<file path="src/core/ect_pkg.sv">
// constants for the echo canceller tuning register bank
// assumes a 32-bit AXI4-Lite slave, one byte register per aligned word
//
// Contract
// - double-talk threshold of each canceller resets to 4800h, about 0.5625.
// - double-talk threshold at most 7FFFh; high byte second, low first.
// - suppressor threshold of each canceller resets to 0B60h, about 0.0889.
// - suppressor threshold is 16 bits; high byte 0Bh second, low 60h first.
// - step size is a 16-bit two's complement value per canceller, writable.
// - step size resets to 4000h, meaning 1.0; bytes 40h and 00h.
// - canceller A step size high byte at index 1Bh, low at 1Ah.
// - canceller B step size is independent, high at 3Bh, low at 3Ah.
// - the second step size register holds the top eight bits.
package ect_pkg;

  // register indices; the byte address is four times the index
  localparam logic [7:0] ECT_IDX_A_DT_LO = 8'h14;
  localparam logic [7:0] ECT_IDX_A_DT_HI = 8'h15;
  localparam logic [7:0] ECT_IDX_A_SUP_LO = 8'h16;
  localparam logic [7:0] ECT_IDX_A_SUP_HI = 8'h17;
  localparam logic [7:0] ECT_IDX_A_MU_LO = 8'h1a;
  localparam logic [7:0] ECT_IDX_A_MU_HI = 8'h1b;
  localparam logic [7:0] ECT_IDX_B_DT_LO = 8'h34;
  localparam logic [7:0] ECT_IDX_B_DT_HI = 8'h35;
  localparam logic [7:0] ECT_IDX_B_SUP_LO = 8'h36;
  localparam logic [7:0] ECT_IDX_B_SUP_HI = 8'h37;
  localparam logic [7:0] ECT_IDX_B_MU_LO = 8'h3a;
  localparam logic [7:0] ECT_IDX_B_MU_HI = 8'h3b;

  // power-up values of the parameter bytes
  localparam logic [7:0] ECT_RST_DT_LO = 8'h00;
  localparam logic [7:0] ECT_RST_DT_HI = 8'h48;
  localparam logic [7:0] ECT_RST_SUP_LO = 8'h60;
  localparam logic [7:0] ECT_RST_SUP_HI = 8'h0b;
  localparam logic [7:0] ECT_RST_MU_LO = 8'h00;
  localparam logic [7:0] ECT_RST_MU_HI = 8'h40;

  // whole-value defaults and limits
  localparam logic [15:0] ECT_DT_DEFAULT = 16'h4800;
  localparam logic [15:0] ECT_SUP_DEFAULT = 16'h0b60;
  localparam logic [15:0] ECT_MU_DEFAULT = 16'h4000;
  localparam logic [15:0] ECT_DT_MAX = 16'h7fff;

  // slot numbers in the byte bank
  localparam int ECT_NREG = 12;
  localparam logic [3:0] ECT_SLOT_NONE = 4'hf;
  localparam logic [3:0] ECT_SLOT_A_DT_HI = 4'h1;
  localparam logic [3:0] ECT_SLOT_B_DT_HI = 4'h7;

  localparam logic [7:0] ECT_REG_IDX [ECT_NREG] = '{
    ECT_IDX_A_DT_LO, ECT_IDX_A_DT_HI, ECT_IDX_A_SUP_LO, ECT_IDX_A_SUP_HI,
    ECT_IDX_A_MU_LO, ECT_IDX_A_MU_HI, ECT_IDX_B_DT_LO, ECT_IDX_B_DT_HI,
    ECT_IDX_B_SUP_LO, ECT_IDX_B_SUP_HI, ECT_IDX_B_MU_LO, ECT_IDX_B_MU_HI};
  localparam logic [7:0] ECT_REG_RST [ECT_NREG] = '{
    ECT_RST_DT_LO, ECT_RST_DT_HI, ECT_RST_SUP_LO, ECT_RST_SUP_HI,
    ECT_RST_MU_LO, ECT_RST_MU_HI, ECT_RST_DT_LO, ECT_RST_DT_HI,
    ECT_RST_SUP_LO, ECT_RST_SUP_HI, ECT_RST_MU_LO, ECT_RST_MU_HI};

  // bus responses
  localparam logic [1:0] ECT_RESP_OKAY = 2'b00;
  localparam logic [1:0] ECT_RESP_SLVERR = 2'b10;

endpackage

</file>
<file path="src/core/ect_byte_reg.sv">
// one byte-wide tuning parameter register
// assumes a single write enable pulse from the bus slave
`timescale 1ns/1ps
module ect_byte_reg
  import ect_pkg::*;
#(
  parameter logic [7:0] RST_VAL = 8'h00,
  parameter bit TOP_CLR = 1'b0
) (
  input wire logic clk,
  input wire logic reset,
  input wire logic wrEn,
  input wire logic [7:0] wrData,
  output logic [7:0] value
);

  logic [7:0] next_value;

  // clearing bit 7 keeps a 16-bit value at or below its maximum
  assign next_value = wrEn ? {wrData[7] & ~TOP_CLR, wrData[6:0]} : value;

  // value holds until rewritten or reset
  always_ff @(posedge clk or posedge reset) begin
    if (reset) begin
      value <= RST_VAL;
    end else begin
      value <= next_value;
    end
  end

endmodule

</file>
<file path="src/core/ect_chan_hold.sv">
// one-deep holding stage for an AXI4-Lite request channel
// assumes release is asserted only while the stage is full
`timescale 1ns/1ps
module ect_chan_hold
  import ect_pkg::*;
#(
  parameter int W = 8
) (
  input wire logic clk,
  input wire logic reset,
  input wire logic valid,
  output logic ready,
  input wire logic [W-1:0] payload,
  output logic full,
  output logic [W-1:0] data,
  input wire logic release_
);

  logic take;
  logic next_full;

  // a beat is taken when the source is valid and ready is high; ready stays low in the first cycle after reset
  assign take = valid & ready;
  assign next_full = (full & ~release_) | take;

  // ready comes from a flop and drops as soon as the stage fills
  always_ff @(posedge clk or posedge reset) begin
    if (reset) begin
      full <= 1'b0;
      ready <= 1'b0;
      data <= '0;
    end else begin
      full <= next_full;
      ready <= ~next_full;
      if (take) begin
        data <= payload;
      end
    end
  end

endmodule

</file>
<file path="src/core/ect_tuning_regs.sv">
// tuning register bank for two echo cancellers, behind AXI4-Lite
// assumes a master that keeps one write and one read in flight at most
`timescale 1ns/1ps
module ect_tuning_regs
  import ect_pkg::*;
#(
  parameter int ADDR_W = 8
) (
  input wire logic clk,
  input wire logic reset,
  input wire logic [ADDR_W-1:0] awaddr,
  input wire logic [2:0] awprot,
  input wire logic awvalid,
  output logic awready,
  input wire logic [31:0] wdata,
  input wire logic [3:0] wstrb,
  input wire logic wvalid,
  output logic wready,
  output logic [1:0] bresp,
  output logic bvalid,
  input wire logic bready,
  input wire logic [ADDR_W-1:0] araddr,
  input wire logic [2:0] arprot,
  input wire logic arvalid,
  output logic arready,
  output logic [31:0] rdata,
  output logic [1:0] rresp,
  output logic rvalid,
  input wire logic rready,
  output logic [15:0] dtThreshA,
  output logic [15:0] supThreshA,
  output logic [15:0] stepSizeA,
  output logic [15:0] dtThreshB,
  output logic [15:0] supThreshB,
  output logic [15:0] stepSizeB
);

  // map a byte address to a bank slot, or to no slot
  function automatic logic [3:0] regSlot(input logic [ADDR_W-1:0] addr);
    logic [3:0] slot;
    slot = ECT_SLOT_NONE;
    for (int i = 0; i < ECT_NREG; i++) begin
      if (addr[1:0] == 2'b00 && addr[ADDR_W-1:2] == ECT_REG_IDX[i][5:0]) begin
        slot = 4'(i);
      end
    end
    return slot;
  endfunction

  logic awFull;
  logic [ADDR_W-1:0] awHeld;
  logic wFull;
  logic [8:0] wHeld;
  logic arFull;
  logic [ADDR_W-1:0] arHeld;
  logic doWrite;
  logic doRead;
  logic [3:0] wrSlot;
  logic [3:0] rdSlot;
  logic wrHit;
  logic rdHit;
  logic wrLane0;
  logic [7:0] regVal [ECT_NREG];
  logic [7:0] rdByte;
  logic [1:0] next_bresp;
  logic [1:0] next_rresp;

  // request stages for write address, write data and read address
  ect_chan_hold #(.W(ADDR_W)) awStage (
    .clk(clk),
    .reset(reset),
    .valid(awvalid),
    .ready(awready),
    .payload(awaddr),
    .full(awFull),
    .data(awHeld),
    .release_(doWrite)
  );

  ect_chan_hold #(.W(9)) wStage (
    .clk(clk),
    .reset(reset),
    .valid(wvalid),
    .ready(wready),
    .payload({wstrb[0], wdata[7:0]}),
    .full(wFull),
    .data(wHeld),
    .release_(doWrite)
  );

  ect_chan_hold #(.W(ADDR_W)) arStage (
    .clk(clk),
    .reset(reset),
    .valid(arvalid),
    .ready(arready),
    .payload(araddr),
    .full(arFull),
    .data(arHeld),
    .release_(doRead)
  );

  // a write completes once address and data are both held
  assign doWrite = awFull & wFull & ~bvalid;
  assign doRead = arFull & ~rvalid;
  assign wrSlot = regSlot(awHeld);
  assign rdSlot = regSlot(arHeld);
  assign wrHit = wrSlot != ECT_SLOT_NONE;
  assign rdHit = rdSlot != ECT_SLOT_NONE;
  assign wrLane0 = wHeld[8]; // only byte lane 0 carries register data

  // parameter byte bank, one register per slot
  for (genvar g = 0; g < ECT_NREG; g++) begin : gBank
    ect_byte_reg #(
      .RST_VAL(ECT_REG_RST[g]),
      .TOP_CLR(g == ECT_SLOT_A_DT_HI || g == ECT_SLOT_B_DT_HI)
    ) byteReg (
      .clk(clk),
      .reset(reset),
      .wrEn(doWrite & wrLane0 & (wrSlot == 4'(g))),
      .wrData(wHeld[7:0]),
      .value(regVal[g])
    );
  end

  // high byte in the second register, low byte in the first
  assign dtThreshA = {regVal[1], regVal[0]};
  assign supThreshA = {regVal[3], regVal[2]};
  assign stepSizeA = {regVal[5], regVal[4]};
  assign dtThreshB = {regVal[7], regVal[6]};
  assign supThreshB = {regVal[9], regVal[8]};
  assign stepSizeB = {regVal[11], regVal[10]};

  // read selection and responses; unmapped addresses answer slave error
  assign rdByte = rdHit ? regVal[rdSlot] : 8'h00;
  assign next_bresp = wrHit ? ECT_RESP_OKAY : ECT_RESP_SLVERR;
  assign next_rresp = rdHit ? ECT_RESP_OKAY : ECT_RESP_SLVERR;

  // write response channel
  always_ff @(posedge clk or posedge reset) begin
    if (reset) begin
      bvalid <= 1'b0;
      bresp <= ECT_RESP_OKAY;
    end else if (doWrite) begin
      bvalid <= 1'b1;
      bresp <= next_bresp;
    end else if (bready) begin
      bvalid <= 1'b0;
    end
  end

  // read data channel; upper bits read as zero
  always_ff @(posedge clk or posedge reset) begin
    if (reset) begin
      rvalid <= 1'b0;
      rresp <= ECT_RESP_OKAY;
      rdata <= 32'h0000_0000;
    end else if (doRead) begin
      rvalid <= 1'b1;
      rresp <= next_rresp;
      rdata <= {24'h00_0000, rdByte};
    end else if (rready) begin
      rvalid <= 1'b0;
    end
  end

  logic wrAHi;
  logic wrALo;
  logic wrSupLo;
  logic wrAnyA;
  logic rdAMuHi;
  logic rdBMuLo;

  assign wrAHi = doWrite & wrLane0 & (wrSlot == 4'h5);
  assign wrALo = doWrite & wrLane0 & (wrSlot == 4'h4);
  assign wrSupLo = doWrite & wrLane0 & (wrSlot == 4'h2);
  assign wrAnyA = doWrite & wrLane0 & (wrSlot < 4'h6);
  assign rdAMuHi = arvalid & arready
    & (araddr == ADDR_W'({ECT_IDX_A_MU_HI, 2'b00}));
  assign rdBMuLo = arvalid & arready
    & (araddr == ADDR_W'({ECT_IDX_B_MU_LO, 2'b00}));
endmodule

</file>
<file path="config.mk">
export PLATFORM = sky130hd
export DESIGN_NAME = ect_tuning_regs
export DESIGN_NICKNAME = d
export VERILOG_FILES = /design/src/core/ect_pkg.sv /design/src/core/ect_byte_reg.sv /design/src/core/ect_chan_hold.sv /design/src/core/ect_tuning_regs.sv
export SDC_FILE = /design/constraint.sdc
export NUM_CORES = 1
export LEC_CHECK = 0
export ABC_AREA = 1
export BUFFER_PORTS_ARGS = -buffer_cell sky130_fd_sc_hd__buf_2
export CAP_MARGIN = 0
export CORE_MARGIN = 8
export CORE_UTILIZATION = 57
export DETAILED_ROUTE_END_ITERATION = 8
export PLACE_DENSITY = 0.93
export SLEW_MARGIN = 20
export SYNTH_ARGS = -nofsm -noshare
export SYNTH_HDL_FRONTEND = slang
export SYNTH_HIERARCHICAL = 1
export SYNTH_SLANG_ARGS = --single-unit
</file>
<file path="constraint.sdc">
create_clock -name clk -period 5.35 [get_ports clk]
set_clock_uncertainty 0.2 [all_clocks]
set_input_delay 0.8025 -clock clk [delete_from_list [all_inputs] [get_ports clk]]
set_output_delay 0.8025 -clock clk [all_outputs]
set_load 0.005 [all_outputs]
</file>
Word-level counts from Yosys, hierarchy flattened
Index checks and enable logic that the tools add are counted.
Widths: inputs -> output; s select.
{"block": "totals", "register_bits": 139, "in_bits": 65, "output_inout_bits": 137, "wordCells": 160}
{"block": "op_classes", "magnitude_cmp": 1, "n_eq_ne": 37, "muxes": 34, "bitwise": 33, "reduce_logical": 29}
{"op": "$mux 4", "n": 24}
{"op": "$eq 6x5->1 const B", "n": 12}
{"op": "$eq 6x6->1 const B", "n": 12}
{"op": "$bmux 8 s4", "n": 1}
{"op": "$logic_and 1x1->1", "n": 24}
{"op": "$mux 8", "n": 3}
{"op": "$and 1x1->1", "n": 22}
{"op": "$eq 4x3->1 const B", "n": 4}
{"op": "$eq 4x4->1 const B", "n": 4}
{"op": "$eq 4x2->1 const B", "n": 2}
{"op": "$ne 4x4->1 const B", "n": 2}
{"op": "$not 1->1", "n": 7}
{"op": "$ge 5x5->1 const B", "n": 1}
{"op": "$not 4->5", "n": 1}
{"op": "$eq 4x1->1 const B", "n": 1}
{"op": "$logic_not 2->1", "n": 2}
{"op": "$logic_not 4->1", "n": 1}
{"op": "$mux 1", "n": 4}
{"op": "$mux 2", "n": 2}
{"op": "$reduce_bool 2->1", "n": 2}
{"op": "$or 1x1->1", "n": 3}

Logic depth before layout (Yosys ltp)
Gate-level depths: netlist (run 1).
{"block": "logic_depth", "depth_word": 19, "mapped_depth": 15, "ltp_nobuf": 14}

Hierarchy
Netlist (run 1), hierarchy kept.
{"module": "ect_tuning_regs", "n_inst": 1, "cells_per_inst": 427, "area_per_inst_um2": 2272.2, "seq_area_each_um2": 300.3}
{"module": "ect_byte_reg (gBank[0].byteReg ...)", "n_inst": 4, "cells_per_inst": 35, "area_per_inst_um2": 309.0, "seq_area_each_um2": 200.2}
{"module": "ect_chan_hold (arStage ...)", "n_inst": 2, "cells_per_inst": 43, "area_per_inst_um2": 419.2, "seq_area_each_um2": 250.2}
{"module": "ect_byte_reg (gBank[3].byteReg ...)", "n_inst": 2, "cells_per_inst": 35, "area_per_inst_um2": 312.8, "seq_area_each_um2": 203.9}
{"module": "ect_byte_reg (gBank[2].byteReg ...)", "n_inst": 2, "cells_per_inst": 35, "area_per_inst_um2": 311.5, "seq_area_each_um2": 202.7}
{"module": "ect_byte_reg (gBank[11].byteReg ...)", "n_inst": 2, "cells_per_inst": 35, "area_per_inst_um2": 310.3, "seq_area_each_um2": 201.4}
{"module": "ect_byte_reg (gBank[1].byteReg ...)", "n_inst": 2, "cells_per_inst": 33, "area_per_inst_um2": 286.5, "seq_area_each_um2": 177.7}
{"module": "ect_chan_hold (wStage)", "n_inst": 1, "cells_per_inst": 48, "area_per_inst_um2": 459.2, "seq_area_each_um2": 275.3}

Least setup slack after synthesis (run 1)
No wires, ideal clock.
{"block": "synth_timing", "kind": "flip-flop to flip-flop", "from": "reg awStage.data[1]", "to": "reg gBank[10].byteReg.value[3]", "setup_time_ps": 117, "arrival_time_ps": 1579, "t_required_ps": 5033, "slack_ps": 3455, "stages_incl_launch_ff": 14, "path_buffers": 1, "synth_period_minus_slack_ps": 1895, "cell_sequence": "dfrtp_1 nor2_1 nand2_1 inv_1 nand2_1 nor2_1 inv_1 o21ai_0 nand3_1 nor2_1 buf_6 inv_2 nand2_1 nand2_1"}
{"block": "synth_via", "elab_chain_cells": 16, "word_cells_on_any_way": 27, "cone_classes": "eq/ne: 1; mux: 12; bitwise: 1; reduce/logical: 13"}
{"item": "from (decl)", "line": "ect_chan_hold.sv:15", "rtl": "output logic [W-1:0] data,"}
{"item": "from (signal assigned)", "line": "ect_chan_hold.sv:36", "rtl": "data <= payload;"}
{"item": "$logic_not 2->1 (*)", "line": "ect_tuning_regs.sv:43", "rtl": "if (addr[1:0] == 2'b00 && addr[ADDR_W-1:2] == ECT_REG_IDX[i][5:0]) begin"}
{"item": "$logic_and 1x1->1", "line": "ect_tuning_regs.sv:43"}
{"item": "$mux 4 (11 in a row)", "line": "ect_tuning_regs.sv:43"}
{"item": "$mux 4 (*)", "line": "ect_tuning_regs.sv:43"}
{"item": "$eq 4x4->1 (*)", "line": "ect_tuning_regs.sv:119", "rtl": ".wrEn(doWrite & wrLane0 & (wrSlot == 4'(g))),"}
{"item": "$and 1x1->1 (*)", "line": "ect_tuning_regs.sv:119"}
{"item": "to (signal assigned)", "line": "ect_byte_reg.sv:27", "rtl": "value <= next_value;"}
{"item": "to (decl)", "line": "ect_byte_reg.sv:14", "rtl": "output logic [7:0] value"}
Every way passes the cells marked *; elsewhere a longest branch is shown, timed or not.
A chain may end at the register's enable or synchronous reset.

Worst setup path after layout (run 1)
{"block": "layout_timing", "from": "reg arStage.data[1]", "to": "reg rdata[6]"}
{"block": "layout_via", "elab_chain_cells": 19, "word_cells_on_any_way": 31, "cone_classes": "eq/ne: 1; mux: 16; bitwise: 1; reduce/logical: 13"}
{"item": "from (decl)", "line": "ect_chan_hold.sv:15"}
{"item": "from (signal assigned)", "line": "ect_chan_hold.sv:36"}
{"item": "$logic_not 2->1 (*)", "line": "ect_tuning_regs.sv:43"}
{"item": "$logic_and 1x1->1", "line": "ect_tuning_regs.sv:43"}
{"item": "$mux 4 (11 in a row)", "line": "ect_tuning_regs.sv:43"}
{"item": "$mux 4 (*)", "line": "ect_tuning_regs.sv:43"}
{"item": "$not 4->5 (not written as such)", "line": "ect_tuning_regs.sv:134", "rtl": "assign rdByte = rdHit ? regVal[rdSlot] : 8'h00;"}
{"item": "$bmux 8 s4", "line": "ect_tuning_regs.sv:134"}
{"item": "$mux 8 (not written as such) (2 in a row)", "line": "ect_tuning_regs.sv:134"}
{"item": "$mux 8 (*)", "line": "ect_tuning_regs.sv:134"}
{"item": "to (signal assigned)", "line": "ect_tuning_regs.sv:160", "rtl": "rdata <= {24'h00_0000, rdByte};"}
{"item": "to (decl)", "line": "ect_tuning_regs.sv:26", "rtl": "output logic [31:0] rdata,"}
Every way passes the cells marked *; elsewhere a longest branch is shown, timed or not. The select of a mux whose other input is x is not followed.

==> results of run 1 <==
## sequential cells by signal, summed over array words and instances (netlist names), 8 cells and up
signal               flops
arStage/data             8
awStage/data             8
gBank.byteReg/value     94
rdata                    8
wStage/data              9
## logic make-up (layout without fill, tap and decap cells)
family / count (synthesis) / after routing
AO/OA/AOI/OAI: 23 / 23
buffers and inverters: 190 / 297
flip-flops: 137 / 137
other: 3 / 28
AND/OR/NAND/NOR: 624 / 624
## layout by cell type (no fill, tap or decap), drive strengths merged
cell,count
nand3,151
buf,142
o21bai,1
o41ai,1
conb,28
inv,121
nor3,3
dfstp,16
a21oi,10
dfrtp,121
clkbuf,26
clkinv,5
nand2,415
o31ai,1
nand3b,8
o21ai,9
nor2,46
nand4,1
o22ai,1
bufinv,3
## through the flow
stage / setup WS, ps / instances
after floorplan: 3450 / 1002
after global placement: 2410 / 1249
after detailed placement: 2340 / 1249
after CTS: 2320 / 1281
after global routing: 1980 / 1281
final: 2260 / 1281
## final cells by class
class	instances	area, um2	share of cell area
sequential	137	3450	0.412
multi-input combinational	675	2890	0.346
timing repair buffer	142	716	0.0856
clock buffer	26	519	0.0621
inverter	123	462	0.0552
tap	172	215	0.0257
clock inverter	6	109	0.0130
## worst min-delay path, delay by kind of cell (launching register included)
kind | cells | cell delay, ps
DFF | 1 | 340
and+or+nand+nor | 2 | 100
## metal layers
layer | global-route usage | up-vias | share of wire | wire, um
li1 | - | 3184 | - | -
met1 | 0.311 | 3233 | 0.37 | 8070
met2 | 0.435 | 456 | 0.48 | 10500
met3 | 0.0691 | 96 | 0.10 | 2310
met4 | 0.176 | 0 | 0.053 | 1160
met5 | 0 | - | 0 | 0
## cell usage after synthesis
master      n
o21ai_0     7
nor2_2      4
nor2_1     40
nand2_4     1
o31ai_1     1
nand4_1     1
nand2_1   409
conb_1      3
o41ai_1     1
dfrtp_1   121
buf_6      22
clkinv_1    2
nor3_1      3
buf_4      31
clkbuf_1    5
dfstp_2    16
o21bai_1    1
inv_1     103
o21ai_2     2
a21oi_1    10
inv_2      18
nand3_2     2
nor2_4      2
nand3b_1    8
nand2_8     2
buf_2       9
o22ai_1     1
nand3_1   149
nand2_2     3
## power groups by stage
stage	logic, W	registers (W)	clock network [W]
after floorplan	0.000715	0.00144	0
after global placement	0.000859	0.00157	0
after detailed placement	0.000903	0.00158	0
after CTS	0.000916	0.00157	0.00125
after global routing	0.00104	0.00160	0.00129
final	0.000927	0.00158	0.00124
## path summary, 6_finish.rpt
kind / slack, ps / startpoint / cells after the start / to
hold reg to reg: 270 / awStage/data[6]$_DFFE_PP0P_ / 2 / awStage/data[6]$_DFFE_PP0P_
setup / recovery: 2260 / arStage/data[1]$_DFFE_PP0P_ / 12 / rdata[6]$_DFFE_PP0P_
min in group asynchronous: 310 / reset / 2 / gBank[1].byteReg/value[1]$_DFFE_PP0P_
setup reg to reg: 2260 / arStage/data[1]$_DFFE_PP0P_ / 12 / rdata[6]$_DFFE_PP0P_
hold / removal: 270 / awStage/data[6]$_DFFE_PP0P_ / 2 / awStage/data[6]$_DFFE_PP0P_
max in group asynchronous: 4150 / reset / 2 / rdata[3]$_DFFE_PP0P_
==> run metrics, run 1 <==
Clock Power Share 0.330; die area approximately 17000 um2; 1st-iter DRT viols between 700 and 800; Post-Synth Adder-Cell Area 0; # DRC 0; Crit path required time between 5000 and 6000 ps; Fillers slightly above 1000; P_leak approximately 4.8 nW; Area growth, synth to finish 15.4%; status finished clean; Clk Latency, worst-skew pair around 430 ps; Setup TNS Final 0 ps; fin area 8360 um2; routed vias/inst around 5.4; Power Total 0.00375 W; WP buf/inv 1; RSZ-0062 raised after global routing false; synthesized area between 7000 and 8000 um2; #FFs+latches synth roughly 140; final net count about 1200; initial core utilization 0.579; Port Buffer Count 140; hpwl dp about 15 mm; core region area about 13000 um2; average size of a mapped cell roughly 7.4 um2; routed length per instance approximately 17 um; Slowest cell on crit path nand2_2; initial antenna violation count 0; Max stage delay on crit path 660 ps; simple-gate share of the synthesized area 0.366; cts repair resizes 0; utilization after layout 0.668; H-Tree Depth 4; Die X roughly 130 um; Fin. Hold Viols 0; post-synthesis mux area share 0; relative slew slack 0.407; Final setup viols 0; CP Launch Type register; io pins between 200 and 250; layout cell share with drive strength beyond 1 0.199; hold crit path type register to register; compound-cell area share of the yosys netlist 0.0183; Std-Cell Rows 41; vias in the first global route about 6900; register share of total power 0.423; Pins Over Slew Limit 0; Area after DPL 7730 um2; # diodes 0; slew of the pin with the lowest slew margin between 800 and 900 ps; first-pass GRT wire length roughly 34 mm; Tmin final about 3000 ps; Power Density 448 nW/um2; cell taking the most area after synthesis dfrtp_1; register area share after synthesis 0.476; critical path peak fanout a little under 50; Post-CTS Setup Bufs 0; drt first pass iters 6; detailed-route via count ~7000; hold buffers post-CTS 0; Net Sw Frac 0.373; Net Sw Power ~0.0014 W; TritonCTS Buffers 17; Clock Pin Slew Worst Setup and Hold Paths roughly 60 ps; largest net degree at the start of global routing 50; clock sink total roughly 140; Routability Congestion between 0.9 and 1; gr usage total 0.269; post-route ant nets 0; final wirelength roughly 22 mm; Die H approximately 130 um; IR drop worst, VDD 0.383 mV; Hold WS 267 ps; top-area cell type share of the netlist area 0.418; xor/xnor share of the synthesized area 0; crit end category register; synth warn 6; fin crit share 0.578; CTS tree built; Arr. time, crit path approximately 3200 ps; Pint between 0.002 and 0.0025 W; Crit Path Category register to register; largest family of logic cells by synthesized area simple AND/OR/NAND/NOR gates; largest cells by area after synthesis dfrtp_1 (42%), nand2_1 (21%), nand3_1 (10%); Max Freq about 320 MHz; worst-path cell chain nor2_2 -> nand2_1 -> nor2_1 -> nand2_1 -> nand3_2 -> buf_4 -> nand2_2 -> nand2_1 -> nand3_1 -> nand3_1 -> nand3_1 -> a21oi_1; Bufs on Longest Clock Path 2; maxcap violations 0; Comb pwr share 0.247; GRT overflow 0; clock root cell clkbuf_16; Cells after Synth 977; Netlist cell types 29; critical path's top delay family simple AND/OR/NAND/NOR gates
Note: power is estimated with default switching activity, not from simulation.
==> run 2, diff against run 1 <==
--- a/config.mk
+++ b/config.mk
@@ -9,9 +9,9 @@
 export BUFFER_PORTS_ARGS = -buffer_cell sky130_fd_sc_hd__buf_2
 export CAP_MARGIN = 0
 export CORE_MARGIN = 8
-export CORE_UTILIZATION = 57
+export CORE_UTILIZATION = 48
 export DETAILED_ROUTE_END_ITERATION = 8
-export PLACE_DENSITY = 0.93
+export PLACE_DENSITY = 0.84
 export SLEW_MARGIN = 20
 export SYNTH_ARGS = -nofsm -noshare
 export SYNTH_HDL_FRONTEND = slang
==> constraint.sdc (replaced) <==
create_clock -name clk -period 2.55 [get_ports clk]
set_clock_uncertainty 0.2 [all_clocks]
set_input_delay 0.3825 -clock clk [delete_from_list [all_inputs] [get_ports clk]]
set_output_delay 0.3825 -clock clk [all_outputs]
set_load 0.005 [all_outputs]
==> run 2 against run 1 <==
  * Global-route usage fell by 3.6 points
  * Clock power rose by 120%
  * Setup slack got worse by 2000 ps
  * Critical path type unchanged
==> run metrics, run 2 (synthesized netlist as in run 1, its figures left out) <==
clock root cell clkbuf_16 (unchanged); critical path peak fanout 24 (was 49); CP most frequent cell nand3_1; initial antenna violation count 0 (unchanged); routed length per instance 16.7 um (was 17.2 um); register area 3450 um2 (unchanged); Largest register FFs 94 (unchanged); Most flops, register gBank.byteReg/value (unchanged); status finished clean (unchanged); H-Tree Depth 4 (unchanged); maxcap violations 0 (unchanged); Largest regs gBank.byteReg/value (94), wStage/data (9) (unchanged); Max stage delay on crit path 390 ps (was 660 ps); die area 19300 um2 (was 16600 um2); RSZ-0062 raised after global routing false (unchanged); Pint 0.00506 W (was 0.00235 W); core region area 15000 um2 (was 12500 um2); Net Sw Frac 0.370 (was 0.373); largest net degree at the start of global routing 49 (was 50); GRT overflow 0 (unchanged); Crit path required time 2700 ps (was 5490 ps); final wirelength 22.3 mm (was 22.0 mm); Final setup viols 0 (unchanged); Comb pwr share 0.250 (was 0.247); Arr. time, crit path 2470 ps (was 3240 ps); Fillers 1330 (was 1018); final net count 1196 (was 1161); Fin. Hold Viols 0 (unchanged); Bufs on Longest Clock Path 2 (unchanged); Power Density 917 nW/um2 (was 448 nW/um2); P_leak 4.97 nW (was 4.80 nW); initial core utilization 0.484 (was 0.579); io pins 202 (unchanged); relative slew slack 0.485 (was 0.407); Clock Power Share 0.334 (was 0.330); vias in the first global route 6689 (was 6878); gr usage total 0.232 (was 0.269); Die X 139 um (was 129 um); CP Launch Type register (unchanged); Setup TNS Final 0 ps (unchanged); layout cell share with drive strength beyond 1 0.209 (was 0.199); first-pass GRT wire length 35.0 mm (was 34.3 mm); # diodes 0 (unchanged); fin crit share 0.909 (was 0.578); clock sink total 137 (unchanged); Post-Layout Cell Count 1332 (was 1281); IR drop worst, VDD 0.952 mV (was 0.383 mV); register share of total power 0.416 (was 0.423); Tmin final 2320 ps (was 3090 ps); Clk Latency, worst-skew pair 430 ps (about the same); most frequent cells in the layout nand2_1 (409), nand3_1 (149), buf_2 (140) (unchanged); Crit Path Category register to register (unchanged); detailed-route via count 6832 (was 6969); crit end category register (unchanged); Area growth, synth to finish 20.7% (was 15.4%); Clock Pin Slew Worst Setup and Hold Paths 60 ps (about the same); hpwl dp 15.9 mm (was 15.5 mm); Port Buffer Count 140 (unchanged); slew of the pin with the lowest slew margin 772 ps (was 887 ps); post-route ant nets 0 (unchanged); Net Sw Power 0.00297 W (was 0.00140 W); Max Freq 431 MHz (was 324 MHz); Die H 139 um (was 129 um); drt first pass iters 5 (was 6); TritonCTS Buffers 17 (unchanged); Std-Cell Rows 45 (was 41); Routability Congestion 0.925 (was 0.917); Inst Count DP 1278 (was 1249); hold crit path type primary input to register (was register to register); 1st-iter DRT viols 568 (was 714); CTS tree built (unchanged); routed vias/inst 5.13 (was 5.44); WP buf/inv 1 (unchanged); commonest non-fill, non-tap cell in the layout nand2_1 (unchanged); critical path's top delay family simple AND/OR/NAND/NOR gates (unchanged); # DRC 0 (unchanged); multi-input logic area 2900 um2 (was 2890 um2); worst-path cell chain nor2_2 -> nand2_1 -> nor2_1 -> nand2_1 -> o21ai_2 -> nor2_4 -> inv_2 -> nand3_1 -> nand3_1 -> nand3_1 -> a21oi_1 (was nor2_2 -> nand2_1 -> nor2_1 -> nand2_1 -> nand3_2 -> buf_4 -> nand2_2 -> nand2_1 -> nand3_1 -> nand3_1 -> nand3_1 -> a21oi_1); Slowest cell on crit path dfrtp_1 (was nand2_2); Pins Over Slew Limit 0 (unchanged)
[run 2: cell types whose count changed in the layout (fill, tap and decap cells not counted), moves of 3 or more]
| cell | before | now |
|---|---|---|
| buf_4 | 2 | 13 |
| dlygate4sd3_1 | 0 | 22 |
| nor2_1 | 40 | 37 |
| nor2_2 | 3 | 6 |
[run 2: metal layers]
layer,track usage,up-vias,wire (um)
li1,-,3251,-
met1,0.259,3182,8590
met2,0.396,335,10900
met3,0.0685,64,1980
met4,0.120,0,821
met5,0,-,0
[run 2: per-stage QoR]
step	worst slack [ps]	hold WS [ps]	cell area (um2)	total power (W)	util
after floorplan	655	-15.6	7340	0.00451	-
after global placement	259	254	7880	0.00519	0.526
after detailed placement	153	259	7880	0.00528	0.526
after CTS	144	0.244	8740	0.00800	0.584
after global routing	47.7	8.63	8750	0.00843	0.584
final	232	13.3	8750	0.00803	0.584
[run 2: path summary, 6_finish.rpt]
path	from	to	slack, ps	cells past startpoint
worst max register to register	arStage/data[1]$_DFFE_PP0P_	rdata[3]$_DFFE_PP0P_	230	11
worst max-delay path	arStage/data[1]$_DFFE_PP0P_	rdata[3]$_DFFE_PP0P_	230	11
worst min-delay path	wdata[4]	wStage/data[4]$_DFFE_PP0P_	10	3
max in group asynchronous	reset	rdata[5]$_DFFE_PP0P_	1160	3
min in group asynchronous	reset	gBank[7].byteReg/value[5]$_DFFE_PP0P_	470	3
worst min register to register	awStage/data[0]$_DFFE_PP0P_	awStage/data[0]$_DFFE_PP0P_	270	2
[run 2: repair_timing]
action                                  CTS  global route
endpoints found under the setup margin    0            31
endpoints found under the hold margin   130             0
buffers inserted                          0             0
hold buffers                             22             0
resized for setup                         0             4
[run 2: cell type report]
cell class	count	share of cell area
flip-flops and latches	137	0.394
multi-input cells	675	0.331
repair buffers	177	0.121
clock buffers	22	0.0553
inverters	123	0.0528
well taps	188	0.0269
clock inverters	10	0.0187
[run 2: power by group through the flow]
stage                     sequential (W)  clock (W)  combinational (W)
after floorplan                  0.00301          0            0.00150
after global placement           0.00332          0            0.00187
after detailed placement         0.00334          0            0.00194
after CTS                        0.00331    0.00271            0.00198
after global routing             0.00338    0.00280            0.00226
final                            0.00334    0.00268            0.00200
[run 2: worst register-to-register path: cells and delay by family (launching register included)]
kind | cells | cell delay (ps)
and+or+nand+nor | 8 | 1040
AOI/OAI and AO/OA | 2 | 270
DFF | 1 | 390
buffers and inverters | 1 | 350
==> run 3, diff against run 2 <==
--- a/config.mk
+++ b/config.mk
@@ -8,6 +8,7 @@
 export ABC_AREA = 1
 export BUFFER_PORTS_ARGS = -buffer_cell sky130_fd_sc_hd__buf_2
 export CAP_MARGIN = 0
+export CORE_ASPECT_RATIO = 1.2
 export CORE_MARGIN = 8
 export CORE_UTILIZATION = 48
 export DETAILED_ROUTE_END_ITERATION = 8
==> run 3 against run 2 <==
  * Final area is 0.76% lower
  * Setup slack worse by 31 ps
  * Fmax is 1.3% lower
  * Combinational power is 3% lower
  * Utilization is 0.14 points lower
==> run metrics, run 3 (synthesized netlist as in run 1, its figures left out) <==
Slowest cell on crit path dfrtp_1 (unchanged); Net Sw Frac 0.380 (was 0.370); Std-Cell Rows 49 (was 45); CP most frequent cell nand3_1 (unchanged); critical path peak fanout 24 (unchanged); Tmin final 2350 ps (was 2320 ps); 1st-iter DRT viols 681 (was 568); routed vias/inst 5.08 (was 5.13); detailed-route via count 6826 (was 6832); final wirelength 21.8 mm (was 22.3 mm); Crit path required time 2690 ps (was 2700 ps); Power Density 892 nW/um2 (was 917 nW/um2); Routability Congestion 0.922 (was 0.925); slew of the pin with the lowest slew margin 819 ps (was 772 ps); initial core utilization 0.487 (was 0.484); largest net degree at the start of global routing 49 (unchanged); most frequent cells in the layout nand2_1 (409), nand3_1 (149), buf_2 (140) (unchanged); worst-path cell chain inv_1 -> nand2_2 -> inv_1 -> nand2_1 -> a21oi_1 -> nor2_4 -> inv_4 -> nand3_1 -> nand3_1 -> nand3_1 -> a21oi_1 (was nor2_2 -> nand2_1 -> nor2_1 -> nand2_1 -> o21ai_2 -> nor2_4 -> inv_2 -> nand3_1 -> nand3_1 -> nand3_1 -> a21oi_1); RSZ-0062 raised after global routing true (was false); final net count 1193 (was 1196); CTS tree built (unchanged); GRT overflow 0 (unchanged); relative slew slack 0.454 (was 0.485); # diodes 0 (unchanged); crit end category register (unchanged); die area 19300 um2 (about the same); Clk Latency, worst-skew pair 420 ps (was 430 ps); Comb pwr share 0.252 (was 0.250); P_leak 4.92 nW (was 4.97 nW); register share of total power 0.434 (was 0.416); maxcap violations 0 (unchanged); core region area 14900 um2 (was 15000 um2); hold crit path type primary input to register (unchanged); gr usage total 0.230 (was 0.232); Area growth, synth to finish 19.8% (was 20.7%); drt first pass iters 5 (unchanged); Bufs on Longest Clock Path 2 (unchanged); io pins 202 (unchanged); Final setup viols 0 (unchanged); Clock Pin Slew Worst Setup and Hold Paths 60 ps (about the same); vias in the first global route 6698 (was 6689); Post-Layout Cell Count 1345 (was 1332); Net Sw Power 0.00294 W (was 0.00297 W); fin area 8690 um2 (was 8750 um2); Die H 151 um (was 139 um); commonest non-fill, non-tap cell in the layout nand2_1 (unchanged); TritonCTS Buffers 17 (unchanged); Most flops, register gBank.byteReg/value (unchanged); Area after DPL 7850 um2 (was 7880 um2); utilization after layout 0.583 (was 0.584); H-Tree Depth 4 (unchanged); initial antenna violation count 0 (unchanged); clock root cell clkbuf_16 (unchanged); Largest regs gBank.byteReg/value (94), wStage/data (9) (unchanged); layout cell share with drive strength beyond 1 0.210 (was 0.209); Clock Power Share 0.314 (was 0.334); Die X 128 um (was 139 um); first-pass GRT wire length 34.1 mm (was 35.0 mm); routed length per instance 16.2 um (was 16.7 um); IR drop worst, VDD 0.501 mV (was 0.952 mV); Max Freq 426 MHz (was 431 MHz); Max stage delay on crit path 420 ps (was 390 ps); status finished clean (unchanged); Post-CTS Setup Bufs 0 (unchanged); Pins Over Slew Limit 0 (unchanged); Pint 0.00480 W (was 0.00506 W); Inst Count DP 1290 (was 1278); Crit Path Category register to register (unchanged); hpwl dp 15.6 mm (was 15.9 mm); # DRC 0 (unchanged); Largest register FFs 94 (unchanged); fin crit share 0.921 (was 0.909); Setup TNS Final 0 ps (unchanged); Arr. time, crit path 2490 ps (was 2470 ps); Fin. Hold Viols 0 (unchanged); clock sink total 137 (unchanged); post-route ant nets 0 (unchanged); CP Launch Type register (unchanged); Port Buffer Count 140 (unchanged)
[run 3: changes by cell type in the layout (fill, tap and decap cells not counted), sizes merged]
cell      delta
nor2         +1
clkinv       +2
inv          -1
bufinv       -2
buf          -4
clkinvlp     +2
clkbuf       -1
[run 3: worst max-delay path, delay by kind of cell, from the launching register on]
kind                   cells  cell delay (ps)
and+or+nand+nor            6              700
DFF                        1              420
AOI/OAI and AO/OA          2              540
buffers and inverters      3              400
[run 3: through the flow]
step                      hold slack, ps  power, W  setup slack [ps]
final                               10.5   0.00774               201
after global routing                25.8   0.00817             -15.4
after CTS                           1.48   0.00772              67.4
after detailed placement             260   0.00525               105
after global placement               255   0.00518               151
after floorplan                    -15.6   0.00451               655
[run 3: worst paths after layout]
check | slack, ps | cells past startpoint | startpoint | to
setup / recovery | 200 | 11 | arStage/data[5]$_DFFE_PP0P_ | rdata[5]$_DFFE_PP0P_
hold / removal | 10 | 3 | wdata[4] | wStage/data[4]$_DFFE_PP0P_
setup reg to reg | 200 | 11 | arStage/data[5]$_DFFE_PP0P_ | rdata[5]$_DFFE_PP0P_
hold reg to reg | 270 | 2 | gBank[5].byteReg/value[6]$_DFFE_PP1P_ | gBank[5].byteReg/value[6]$_DFFE_PP1P_
max in group asynchronous | 1200 | 3 | reset | rdata[0]$_DFFE_PP0P_
min in group asynchronous | 480 | 3 | reset | gBank[1].byteReg/value[5]$_DFFE_PP0P_
[run 3: power by group through the flow]
stage          Sequential, W  Clock [W]  Combinational (W)
2_1_floorplan        0.00301          0            0.00150
3_3_place_gp         0.00336          0            0.00183
3_5_place_dp         0.00336          0            0.00189
4_1_cts              0.00333    0.00245            0.00194
5_1_grt              0.00340    0.00255            0.00222
6_report             0.00336    0.00243            0.00195
[run 3: timing repair]
item,4_1_cts,5_1_grt
endpoints found under the hold margin,130,0
resized for setup,0,9
hold buffers,22,0
endpoints found under the setup margin,0,53
[run 3: metal layers]
metal / GRT usage / part of all wire / vias up
li1: - / - / 3254
met1: 0.258 / 0.38 / 3159
met2: 0.375 / 0.49 / 329
met3: 0.0758 / 0.090 / 84
met4: 0.139 / 0.049 / 0
met5: 0 / 0 / -
[run 3: layout make-up]
type | instances | area [um2]
clock buffers | 21 | 470
clock inverters | 11 | 120
fillers | 1330 | 6210
inverters | 123 | 464
multi-input cells | 676 | 2910
flip-flops and latches | 137 | 3450
well taps | 204 | 255
repair buffers | 173 | 1020
